$ cat src/startup_seq_pkg.sv
// Constants shared by the startup sequencer files
package startup_seq_pkg;

    localparam int unsigned PHASE_W = 3;
    localparam int unsigned SEL_W   = 4;

    // Startup phases run 0 to 7; phase 7 is the last one
    localparam logic [2:0] FIRST_PHASE = 3'h0;
    localparam logic [2:0] LAST_PHASE  = 3'h7;
    localparam logic [2:0] MAX_WAIT_PHASE = 3'h6;

    // Write enable phase select: 1 to 6, done, keep
    localparam logic [3:0] WE_SEL_DONE    = 4'h7;
    localparam logic [3:0] WE_SEL_KEEP    = 4'h8;
    localparam logic [3:0] WE_SEL_DEFAULT = 4'h6;

    // Lock wait and match wait selects: 0 to 6, no wait; auto for match wait only
    localparam logic [3:0] WAIT_SEL_AUTO    = 4'he;
    localparam logic [3:0] WAIT_SEL_NO_WAIT_OPTION  = 4'hf;
    localparam logic [3:0] MATCH_AUTO_PHASE = 4'h2;

    typedef enum logic [1:0] {
        SEQ_IDLE     = 2'b00,
        SEQ_RUN      = 2'b01,
        SEQ_FINISHED = 2'b10
    } seq_state_e;

    typedef struct packed {
        seq_state_e       fsm;
        logic [2:0]       phase;
        logic             writeEnable;
        logic             done;
    } seq_s;

    localparam seq_s SEQ_RESET = '{
        fsm:         SEQ_IDLE,
        phase:       3'h0,
        writeEnable: 1'b0,
        done:        1'b0
    };

endpackage : startup_seq_pkg

$ cat src/config_startup_sequencer.sv
// Startup phase sequencer run after configuration load
//
// Functional notes
// RULE1: Write enable asserts at selected phase
// RULE2: Block RAM enabled only with write enable
// RULE3: Hold at lock phase until all locked
// RULE4: No-wait lock setting never stalls on lock
// RULE5: Stall at match phase until calibration matched
// RULE6: Match phase only checks, never starts calibration
// RULE7: Auto match uses phase 2 if calibrated
// RULE8: Source keeps config clock until done high
// RULE9: One phase per tick; stay while stalled
module config_startup_sequencer (
    input  wire logic       mclk,
    input  wire logic       resetn,
    input  wire logic       configLoaded,
    input  wire logic       cfgClockTick,
    input  wire logic [3:0] writeEnablePhaseSelect,
    input  wire logic [3:0] lockWaitPhaseSelect,
    input  wire logic [3:0] matchWaitPhaseSelect,
    input  wire logic [2:0] donePhaseSelect,
    input  wire logic       usesCalibratedIo,
    input  wire logic       allClocksLocked,
    input  wire logic       impedanceCalibrationMatched,
    output logic [2:0]      startupPhase,
    output logic            globalWriteEnable,
    output logic            blockRamEnable,
    output logic            done,
    output logic            stalled
);

    ////////////////////////////////////////////////////////////////////////
    // State

    startup_seq_pkg::seq_s state_q;
    startup_seq_pkg::seq_s state_d;

    logic       lockHold;
    logic       matchHold;
    logic [3:0] matchEffSelect;
    logic       running;
    logic       doneReached;
    logic       weReached;

    assign running = (state_q.fsm == startup_seq_pkg::SEQ_RUN);

    ////////////////////////////////////////////////////////////////////////
    // Wait conditions

    // Auto resolves to phase 2 only when calibrated I/O is present
    always_comb begin
        if (matchWaitPhaseSelect == startup_seq_pkg::WAIT_SEL_AUTO) begin
            matchEffSelect = usesCalibratedIo ?
                startup_seq_pkg::MATCH_AUTO_PHASE :
                startup_seq_pkg::WAIT_SEL_NO_WAIT_OPTION; // see RULE7
        end else begin
            matchEffSelect = matchWaitPhaseSelect;
        end
    end

    // No-wait code is out of the 0..6 range, so it never holds
    phase_wait_check u_lock_wait (
        .waitSelect   (lockWaitPhaseSelect),
        .phase        (state_q.phase),
        .conditionMet (allClocksLocked),
        .hold         (lockHold)
    ); // see RULE3 see RULE4

    // Calibration runs on its own; this only samples its match flag
    phase_wait_check u_match_wait (
        .waitSelect   (matchEffSelect),
        .phase        (state_q.phase),
        .conditionMet (impedanceCalibrationMatched),
        .hold         (matchHold)
    ); // see RULE5 see RULE6

    ////////////////////////////////////////////////////////////////////////
    // Next state

    always_comb begin
        state_d     = state_q;
        doneReached = (state_q.phase >= donePhaseSelect);
        weReached   = 1'b0;
        case (state_q.fsm)
            startup_seq_pkg::SEQ_IDLE: begin
                if (configLoaded) begin
                    state_d.fsm   = startup_seq_pkg::SEQ_RUN;
                    state_d.phase = startup_seq_pkg::FIRST_PHASE;
                end
            end
            startup_seq_pkg::SEQ_RUN: begin
                // A stall freezes the phase even while ticks keep coming
                if (cfgClockTick && !lockHold && !matchHold) begin
                    if (state_q.phase == startup_seq_pkg::LAST_PHASE) begin
                        state_d.fsm = startup_seq_pkg::SEQ_FINISHED;
                    end else begin
                        state_d.phase = 3'(state_q.phase + 3'h1); // see RULE9
                    end
                end
            end
            startup_seq_pkg::SEQ_FINISHED: begin
                state_d.fsm = startup_seq_pkg::SEQ_FINISHED;
            end
            default: begin
                state_d = startup_seq_pkg::SEQ_RESET;
            end
        endcase
        if (state_q.fsm == startup_seq_pkg::SEQ_IDLE) begin
            doneReached = 1'b0;
        end
        state_d.done = state_q.done || doneReached;
        // Keep never asserts; done follows the done flag
        case (writeEnablePhaseSelect)
            startup_seq_pkg::WE_SEL_DONE: weReached = state_q.done;
            startup_seq_pkg::WE_SEL_KEEP: weReached = 1'b0;
            default: begin
                weReached = (state_q.fsm != startup_seq_pkg::SEQ_IDLE) &&
                    ({1'b0, state_q.phase} >= writeEnablePhaseSelect);
            end
        endcase
        state_d.writeEnable = state_q.writeEnable || weReached; // see RULE1
    end

    always_ff @(posedge mclk or negedge resetn) begin
        if (!resetn) begin
            state_q <= startup_seq_pkg::SEQ_RESET;
        end else begin
            state_q <= state_d;
        end
    end

    ////////////////////////////////////////////////////////////////////////
    // Outputs

    assign startupPhase      = state_q.phase;
    assign globalWriteEnable = state_q.writeEnable;
    // Block RAM stays off until write enable, never separately
    assign blockRamEnable    = state_q.writeEnable; // see RULE2
    // Stall time varies, so the source must run until done rises
    assign done              = state_q.done; // see RULE8
    assign stalled           = running && (lockHold || matchHold);
endmodule : config_startup_sequencer

$ cat src/phase_wait_check.sv
// Stall decision for one wait condition at a selected phase
module phase_wait_check (
    input  wire logic [3:0] waitSelect,
    input  wire logic [2:0] phase,
    input  wire logic       conditionMet,
    output logic            hold
);

    logic selValid;

    // Values above phase 6 mean no wait, so an odd code cannot hang startup
    assign selValid = (waitSelect <= {1'b0, startup_seq_pkg::MAX_WAIT_PHASE});
    assign hold     = selValid && (waitSelect[2:0] == phase) && !conditionMet;

endmodule : phase_wait_check

$ cat config.mk
export PLATFORM = sky130hd
export DESIGN_NAME = config_startup_sequencer
export DESIGN_NICKNAME = d
export VERILOG_FILES = /design/src/startup_seq_pkg.sv /design/src/config_startup_sequencer.sv /design/src/phase_wait_check.sv
export SDC_FILE = /design/constraint.sdc
export NUM_CORES = 1
export LEC_CHECK = 0
export ABC_AREA = 1
export ABC_CLOCK_PERIOD_IN_PS = 4600
export BUFFER_PORTS_ARGS = -buffer_cell sky130_fd_sc_hd__buf_2
export CAP_MARGIN = 20
export CORE_MARGIN = 2
export CORE_UTILIZATION = 52
export CTS_CLUSTER_DIAMETER = 120
export DETAILED_ROUTE_END_ITERATION = 10
export PLACE_DENSITY = 0.84
export REMOVE_ABC_BUFFERS = 1
export SYNTH_ARGS = -nofsm -noshare
export SYNTH_HDL_FRONTEND = slang
export SYNTH_SLANG_ARGS = --single-unit
export TNS_END_PERCENT = 10
$ cat constraint.sdc
create_clock -name mclk -period 4.6 [get_ports mclk]
set_input_delay 0.92 -clock mclk [delete_from_list [all_inputs] [get_ports mclk]]
set_output_delay 0.92 -clock mclk [all_outputs]
set_load 0.005 [all_outputs]
==> flow_metrics.tcl, run 1 <==
set metrics [dict create \
    outcome "complete, no violations" \
    clk_latency_ns 0.25 \
    ios 29 \
    path_cells "buf_2, o21bai_1, nand2_1, nor2_1, nand2_1, nand2_2, nand2_4, inv_1, buf_2" \
    multiInputGateArea_um2 500.5 \
    synth_cell_type_count 28 \
    ctsHoldBuffers 0 \
    maxCapViolations 0 \
    fin_skew_ns 0.003567 \
    initial_utilization_pct 53.96 \
    worstHoldPathType "reg2reg" \
    post_cts_buffers 0 \
    grt_max_degree 10 \
    critPathMaxFanout 8 \
    synth-edff-count 0 \
    yosys.cell_count.top_type "nand2_1" \
    first_pass_iters 4 \
    die_width_um 42.84 \
    antenna_found_initial 0 \
    cts_tree "yes" \
    slew_violations 0 \
    pre_cts_slack_ns 1.964 \
    root_buffer "clkbuf_4" \
    gp_congestion 0.8424 \
    clk_pin_slew_ns 0.05 \
    ant_nets 0 \
    critical_path_arrival_ns 1.70 \
    grt_usage_pct 21.02 \
    drive_gt1_share_pct 29.71 \
    finalNetCount 173 \
    timing.rr.end "startupPhase[1]$_DFFE_PN0P_" \
    syn_avg_cell_area_um2 7.132 \
    endpoint_kind "primary output" \
    io_buffers 28 \
    hold_viol 0 \
    routed_wl_mm 1.560 \
    grt_busiest_layer "met2" \
    yosysTopAreaCellShare_pct 22.33 \
    grt_pass1_vias 748 \
    setup_viol 0 \
    fin_crit_sh_pct 57.04 \
    finalCriticalPeriod_ns 2.624 \
    core_area_um2 1454 \
    die_y_um 42.84 \
    cellPowerDensity_nw_per_um2 372.5 \
    n_antenna_cell 0 \
    crit_required_ns 3.68 \
    use_met1_pct 25.46 \
    num-fill-cells 147 \
    synth_top_cells_by_count "nand2_1, inv_1, ha_1" \
    reg2reg_slack_ns 2.97 \
    slowest_stage "o21bai_1" \
    fp-row-count 14 \
    die_area_um2 1835 \
    crit_path_max_incr_delay_ns 0.12 \
    grt_pass1_wl_mm 2.980 \
    syn_inst 110 \
    ys_seq_elements 7 \
    synthFlopType "dfrtp_1" \
    fmax_ghz 0.3811 \
    crit_type "in2out" \
    relSlewSlack_pct 70.69 \
    worstReg2RegStart "startupPhase[0]$_DFFE_PN0P_" \
    grt_use_met2_pct 36.36 \
    drc 0 \
    worstMarginPinSlew_ns 0.4396 \
    gr-total-overflow 0 \
    clock-sinks 7 \
    yosys-top-cells-area "dfrtp_1, ha_1, nand2_1" \
    avgRoutedWirePerCell_um 10.13 \
    syn2layout_area_growth_pct 19.94 \
    drt_iter0_drc 3 \
    yosysSeqAreaShare_pct 22.33 \
    yosys_warnings 0 \
    cp_num_buf_inv 3 \
    rsz0062_at_grt "false" \
    clk_path_buf_depth 2 \
    synth-async-reset-ratio_pct 100.0 \
    synth_largest_area_cell "dfrtp_1" \
    syn_area_um2 784.5 \
    worst_r2r_path_depth 6 \
    via_per_inst 4.916 \
    cts_buffers 3 \
    htreeDepth 1 \
    vias 757 \
    crit_end "stalled" \
    cp.depth 9 \
    startpoint "matchWaitPhaseSelect[3]" \
    leakage_nw 0.5923 \
    use_met3_pct 5.532 \
    final_core_util_pct 64.72 \
    cp-start-kind "primary input" \
    hpwl_mm 1.340 \
    setup_tns_ns 0 \
    cts_resized 0 \
    setup_slack_ns 1.976 \
    ir_drop_v 0.0003166 \
    crit_family "simple AND/OR/NAND/NOR gates" \
    seq_area_um2 175.2 \
]
-- cell usage in the layout, fill, tap and decap left out, types with 3 or more instances in the layout --
cell type and n:
inv_1 20, ha_1 12, clkbuf_4 3, nor2_1 4
nand2_1 31, buf_2 28, nand4_1 5, dfrtp_1 7
nand3_1 3, a21oi_1 3
-- state kept, by name, indices dropped and copies added, names as in the netlist --
register / cells
blockRamEnable: 1
done: 1
state_q: 2
startupPhase: 3
-- stage by stage --
stage          instance area [um2]  hold WS (ns)   power, W  cells
2_1_floorplan                754.5        0.4659  0.0002444    106
3_3_place_gp                 914.6        0.4687  0.0002883    150
3_5_place_dp                 914.6        0.4791  0.0003012    150
4_1_cts                      940.9        0.4815  0.0003583    154
5_1_grt                      940.9        0.4796  0.0003951    154
6_report                     940.9        0.4828  0.0003505    154
-- layer usage --
metal | vias up | share of wire [%]
li1 | 403 | -
met1 | 334 | 40
met2 | 18 | 53
met3 | 2 | 5.5
met4 | 0 | 0.83
met5 | - | 0
-- report_power, final --
group | internal [W] | leakage, nW | switching, W
sequential | 0.0000774 | 0.0833 | 0.0000207
clock | 0.0000330 | 0.0150 | 0.0000212
combinational | 0.0000833 | 0.494 | 0.000115
total | 0.000194 | 0.592 | 0.000157
-- how the worst min path moves through the flow --
stage,from,end,slack [ns],cells past startpoint
after floorplan,state_q[6]$_DFFE_PN0P_,state_q[6]$_DFFE_PN0P_,0.47,2
after global placement,done$_DFF_PN0_,done$_DFF_PN0_,0.47,1
after detailed placement,blockRamEnable$_DFF_PN0_,blockRamEnable$_DFF_PN0_,0.48,1
after CTS,resetn,startupPhase[0]$_DFFE_PN0P_,0.48,1
after global routing,resetn,startupPhase[0]$_DFFE_PN0P_,0.48,1
final,blockRamEnable$_DFF_PN0_,blockRamEnable$_DFF_PN0_,0.48,1
-- layout make-up --
cell class	count	area share (%)
Timing Repair Buffer	28	14.89
Clock buffer	4	2.793
Multi-Input combinational cell	78	53.19
Sequential cell	7	18.62
Inverter	21	8.378
Tap cell	16	2.128
-- logic make-up (layout without fill, tap and decap cells) --
kind of cell,Yosys count,count (layout),share of synthesized area (%)
XOR/XNOR,1,1,1.117
flip-flops,7,7,22.33
buffers and inverters,25,53,13.88
AO/OA/AOI/OAI,12,12,9.889
adder cells (fa/ha/maj),12,12,19.14
AND/OR/NAND/NOR,53,53,33.65
No activity file was read; power rests on OpenSTA's default activity.
==> run 2, diff against run 1 <==
--- a/config.mk
+++ b/config.mk
@@ -6,14 +6,14 @@
 export NUM_CORES = 1
 export LEC_CHECK = 0
 export ABC_AREA = 1
-export ABC_CLOCK_PERIOD_IN_PS = 4600
+export ABC_CLOCK_PERIOD_IN_PS = 2400
 export BUFFER_PORTS_ARGS = -buffer_cell sky130_fd_sc_hd__buf_2
 export CAP_MARGIN = 20
 export CORE_MARGIN = 2
-export CORE_UTILIZATION = 52
+export CORE_UTILIZATION = 43
 export CTS_CLUSTER_DIAMETER = 120
 export DETAILED_ROUTE_END_ITERATION = 10
-export PLACE_DENSITY = 0.84
+export PLACE_DENSITY = 0.74
 export REMOVE_ABC_BUFFERS = 1
 export SYNTH_ARGS = -nofsm -noshare
 export SYNTH_HDL_FRONTEND = slang
==> constraint.sdc (replaced) <==
create_clock -name mclk -period 2.4 [get_ports mclk]
set_input_delay 0.48 -clock mclk [delete_from_list [all_inputs] [get_ports mclk]]
set_output_delay 0.48 -clock mclk [all_outputs]
set_load 0.005 [all_outputs]
==> flow_metrics.tcl, run 2 (synthesis gave the netlist of run 1 again) <==
set metrics [dict create \
    io_buffers 28 \
    combPwrFrac_pct 56.0 \
    fin_skew_ns 0.009407 \
    worst_r2r_path_depth 6 \
    p_sw_share_pct 45.29 \
    ant_nets 0 \
    slowest_stage "dfrtp_1" \
    fin_crit_sh_pct 83.64 \
    vias 764 \
    setup_viol 0 \
    gr-total-overflow 0 \
    cellPowerDensity_nw_per_um2 709.2 \
    drc 0 \
    fmax_ghz 0.4981 \
    final_core_util_pct 55.14 \
    relSlewSlack_pct 71.70 \
    avgRoutedWirePerCell_um 9.632 \
    via_per_inst 4.687 \
    clk_latency_ns 0.26 \
    grt_usage_pct 17.45 \
    power_frac_clock_pct 15.8 \
    cts_buffers 3 \
    n_antenna_cell 0 \
    grt_pass1_vias 678 \
    clk_path_buf_depth 2 \
    critPathMaxFanout 9 \
    crit_family "flip-flops" \
    outcome "complete, no violations" \
    final_common_cell "nand2_1" \
    cp_num_buf_inv 3 \
    crit_type "reg2out" \
    first_pass_iters 4 \
    cts_tree "yes" \
    rsz0062_at_grt "false" \
    path_cells "inv_1, nand3_1, nand2_1, nor2_1, nand2_1, nand2_2, nand2_4, inv_1, buf_2" \
    maxCapViolations 0 \
    critical_path_arrival_ns 1.53 \
    gp_congestion 0.7327 \
    post_cts_buffers 0 \
    hold_viol 0 \
    ir_drop_v 0.0005144 \
    core_area_um2 1727 \
    syn2layout_area_growth_pct 21.37 \
    cts_resized 0 \
    crit_required_ns 1.92 \
    power_switching_w 0.0003058 \
    fp-row-count 15 \
    hold_slack_ns 0.04354 \
    pwr-share-seq_pct 28.2 \
    crit_path_max_incr_delay_ns 0.50 \
    endpoint_kind "primary output" \
    finalNetCount 173 \
    drive_gt1_share_pct 29.71 \
    cp.depth 9 \
    die_area_um2 2182 \
    ios 29 \
    cp-start-kind "flip-flop" \
    ctsHoldBuffers 0 \
    initial_utilization_pct 45.43 \
    largest_reg_flops 3 \
    hpwl_mm 1.322 \
    routed_wl_mm 1.570 \
    die_width_um 46.72 \
    setup_tns_ns 0 \
    internal_power_w 0.0003694 \
    leakage_nw 0.5923 \
    clk_pin_slew_ns 0.05 \
    drt_iter0_drc 16 \
    grt_pass1_wl_mm 2.691 \
    die_y_um 46.72 \
    root_buffer "clkbuf_4" \
    clock-sinks 7 \
    htreeDepth 1 \
    slew_violations 0 \
    final_cell_mix "nand2_1, buf_2, inv_1, ha_1, dfrtp_1" \
    worstMarginPinSlew_ns 0.4244 \
    worstHoldPathType "in2async" \
    grt_max_degree 10 \
    antenna_found_initial 0 \
    finalCriticalPeriod_ns 2.007 \
]
[run 2: cell counts in the layout (fill, tap and decap cells not counted)]
Identical to the previous run, type by type.
[run 2: area by class of cell]
class	instances	area (um2)
Clock buffer	4	26.28
Tap cell	25	31.28
Inverter	21	78.83
Timing Repair Buffer	28	140.1
Fill cell	188	774.5
Multi-Input combinational cell	78	500.5
Sequential cell	7	175.2
[run 2: final timing paths]
kind                                             startpoint  slack, ns                           to
worst max-delay path            startupPhase[2]$_DFFE_PN0P_       0.39                      stalled
worst min-delay path                                 resetn       0.04  startupPhase[0]$_DFFE_PN0P_
worst max register to register  startupPhase[0]$_DFFE_PN0P_       0.75  startupPhase[2]$_DFFE_PN0P_
worst min register to register               done$_DFF_PN0_       0.48               done$_DFF_PN0_
max in group asynchronous                            resetn       2.19               done$_DFF_PN0_
min in group mclk                            done$_DFF_PN0_       0.48               done$_DFF_PN0_
[run 2: per-stage QoR]
| stage | instances | total power (W) | setup WS (ns) | cell area [um2] |
|---|---|---|---|---|
| floorplan | 106 | 0.0004685 | 0.8675 | 754.5 |
| global placement | 159 | 0.0005618 | 0.6569 | 925.9 |
| detailed placement | 159 | 0.0005741 | 0.6367 | 925.9 |
| CTS | 163 | 0.0006839 | 0.3642 | 952.2 |
| global route | 163 | 0.0007638 | 0.2345 | 952.2 |
| finish | 163 | 0.0006753 | 0.3925 | 952.2 |
[run 2: power groups by stage]
stage               Combinational [W]  Sequential, W  Clock (W)
global route                 0.000453       0.000193   0.000118
finish                       0.000378       0.000190   0.000107
detailed placement           0.000382       0.000193          0
floorplan                    0.000288       0.000181          0
global placement             0.000371       0.000191          0
CTS                          0.000383       0.000191   0.000110
[run 2: routing by layer]
metal	wire length, um	track usage (%)	up-vias
li1	-	-	406
met1	699	20.95	335
met2	771	31.39	23
met3	99	4.706	0
met4	0	3.333	0
met5	0	0	-
==> run 3, diff against run 2 <==
--- a/config.mk
+++ b/config.mk
@@ -6,14 +6,14 @@
 export NUM_CORES = 1
 export LEC_CHECK = 0
 export ABC_AREA = 1
-export ABC_CLOCK_PERIOD_IN_PS = 2400
+export ABC_CLOCK_PERIOD_IN_PS = 2000
 export BUFFER_PORTS_ARGS = -buffer_cell sky130_fd_sc_hd__buf_2
 export CAP_MARGIN = 20
 export CORE_MARGIN = 2
-export CORE_UTILIZATION = 43
+export CORE_UTILIZATION = 48
 export CTS_CLUSTER_DIAMETER = 120
 export DETAILED_ROUTE_END_ITERATION = 10
-export PLACE_DENSITY = 0.74
+export PLACE_DENSITY = 0.78
 export REMOVE_ABC_BUFFERS = 1
 export SYNTH_ARGS = -nofsm -noshare
 export SYNTH_HDL_FRONTEND = slang
==> constraint.sdc (replaced) <==
create_clock -name mclk -period 2 [get_ports mclk]
set_input_delay 0.4 -clock mclk [delete_from_list [all_inputs] [get_ports mclk]]
set_output_delay 0.4 -clock mclk [all_outputs]
set_load 0.005 [all_outputs]
==> flow_metrics.tcl, run 3 (synthesis gave the netlist of run 1 again) <==
set metrics [dict create \
    outcome "complete, no violations" \
    htreeDepth 1 \
    drt_iter0_drc 15 \
    n_antenna_cell 0 \
    gp_congestion 0.8036 \
    dp.cells 150 \
    cts_tree "yes" \
    drive_gt1_share_pct 31.43 \
    crit_path_max_incr_delay_ns 0.46 \
    crit_family "flip-flops" \
    routed_wl_mm 1.642 \
    power_w 0.0008297 \
    grt_max_degree 10 \
    cp_num_buf_inv 4 \
    grt_usage_pct 19.07 \
    crit_required_ns 1.60 \
    clk_latency_ns 0.25 \
    antenna_found_initial 0 \
    final_cells 156 \
    critical_path_arrival_ns 1.49 \
    slowest_stage "dfrtp_2" \
    fin_skew_ns 0.005588 \
    crit_type "reg2out" \
    leakage_nw 0.5986 \
    fmax_ghz 0.5296 \
    crit_top_cell "nand2_1" \
    endpoint_kind "primary output" \
    initial_utilization_pct 51.48 \
    final_cell_mix "nand2_1, buf_2, inv_1, ha_1" \
    hold_viol 0 \
    fin_crit_sh_pct 94.40 \
    vias 767 \
    final_common_cell "nand2_1" \
    ios 29 \
    hpwl_mm 1.337 \
    via_per_inst 4.917 \
    reg2reg_slack_ns 0.37 \
    ir_drop_v 0.0008057 \
    syn2layout_area_growth_pct 22.49 \
    die_area_um2 1974 \
    rsz0062_at_grt "false" \
    die_width_um 44.43 \
    worstReg2RegStart "startupPhase[0]$_DFFE_PN0P_" \
    drc 0 \
    critPathMaxFanout 9 \
    io_buffers 28 \
    clk_pin_slew_ns 0.05 \
    root_buffer "clkbuf_4" \
    finalCriticalPeriod_ns 1.888 \
    avgRoutedWirePerCell_um 10.53 \
    first_pass_iters 4 \
    cp-start-kind "flip-flop" \
    startpoint "startupPhase[2]$_DFFE_PN0P_" \
    fp-row-count 14 \
    cts_buffers 3 \
    cellPowerDensity_nw_per_um2 863.5 \
    clk_path_buf_depth 2 \
    setup_viol 0 \
    slew_violations 0 \
    core_area_um2 1524 \
    path_cells "inv_1, nand2_1, nand2_1, nand2_1, nand2_1, inv_1, nand2_1, nand2_2, nand2_4, inv_1, buf_2" \
    grt_pass1_vias 738 \
    maxCapViolations 0 \
    clock-sinks 7 \
    worstMarginPinSlew_ns 0.4056 \
    grt_pass1_wl_mm 2.808 \
    gr-total-overflow 0 \
    relSlewSlack_pct 72.96 \
    hp-start "done$_DFF_PN0_" \
    worstHoldPathType "reg2reg" \
    ant_nets 0 \
    finalNetCount 175 \
    largest_reg_flops 3 \
    die_y_um 44.43 \
    setup_tns_ns 0 \
    final_core_util_pct 63.05 \
]
run 3: changes by cell type in the layout (fill, tap and decap cells not counted):
| cell | previous run | this run |
|---|---|---|
| buf_4 | 0 | 1 |
| dfrtp_1 | 7 | 5 |
| dfrtp_2 | 0 | 2 |
| dlygate4sd3_1 | 0 | 1 |
run 3: metrics by stage:
step / setup slack, ns / cell area (um2) / hold WS [ns]
after global placement: 0.3407 / 914.6 / 0.2328
final: 0.1119 / 960.9 / 0.4821
after floorplan: 0.5078 / 754.5 / 0.1044
after detailed placement: 0.3307 / 914.6 / 0.2385
after CTS: 0.05010 / 950.9 / 0.4742
after global routing: 0.001071 / 960.9 / 0.5158
run 3: area by class of cell:
cell class | instances | area (um2)
flip-flops and latches | 7 | 177.7
multi-input cells | 78 | 500.5
inverters | 21 | 78.83
repair buffers | 30 | 157.7
clock buffers | 4 | 26.28
well taps | 16 | 20.02
fillers | 144 | 563.0
run 3: report_power, final:
part / internal, W / switching, W
clock: 0.0000761 / 0.0000520
combinational: 0.000197 / 0.000277
sequential: 0.000179 / 0.0000487
total: 0.000452 / 0.000378
run 3: path summary, 6_finish.rpt:
check | endpoint | cells after the start
max in group asynchronous | startupPhase[2]$_DFFE_PN0P_ | 2
setup / recovery | stalled | 11
min in group asynchronous | blockRamEnable$_DFF_PN0_ | 2
setup reg to reg | startupPhase[0]$_DFFE_PN0P_ | 6
hold reg to reg | done$_DFF_PN0_ | 1
hold / removal | done$_DFF_PN0_ | 1
run 3: worst reg2reg max path: cells and delay by family, from the launching register on:
kind	cells	cell delay, ns
DFF	1	0.47
adders and majority gates	2	0.45
AOI/OAI and AO/OA	1	0.37
and+or+nand+nor	3	0.23
run 3: layer usage:
| metal | global-route usage (%) | wire length [um] | up-vias |
|---|---|---|---|
| met5 | 0 | 0 | - |
| met4 | 3.636 | 16 | 0 |
| met3 | 2.449 | 93 | 3 |
| met2 | 37.35 | 805 | 25 |
| met1 | 21.77 | 727 | 330 |
| li1 | - | - | 409 |
run 3: what timing repair did:
item,4_1_cts,5_1_grt
setup endpoints to repair,0,1
gates resized for setup,0,2
buffers inserted,0,1
endpoints found under the hold margin,7,0
hold buffers,1,0
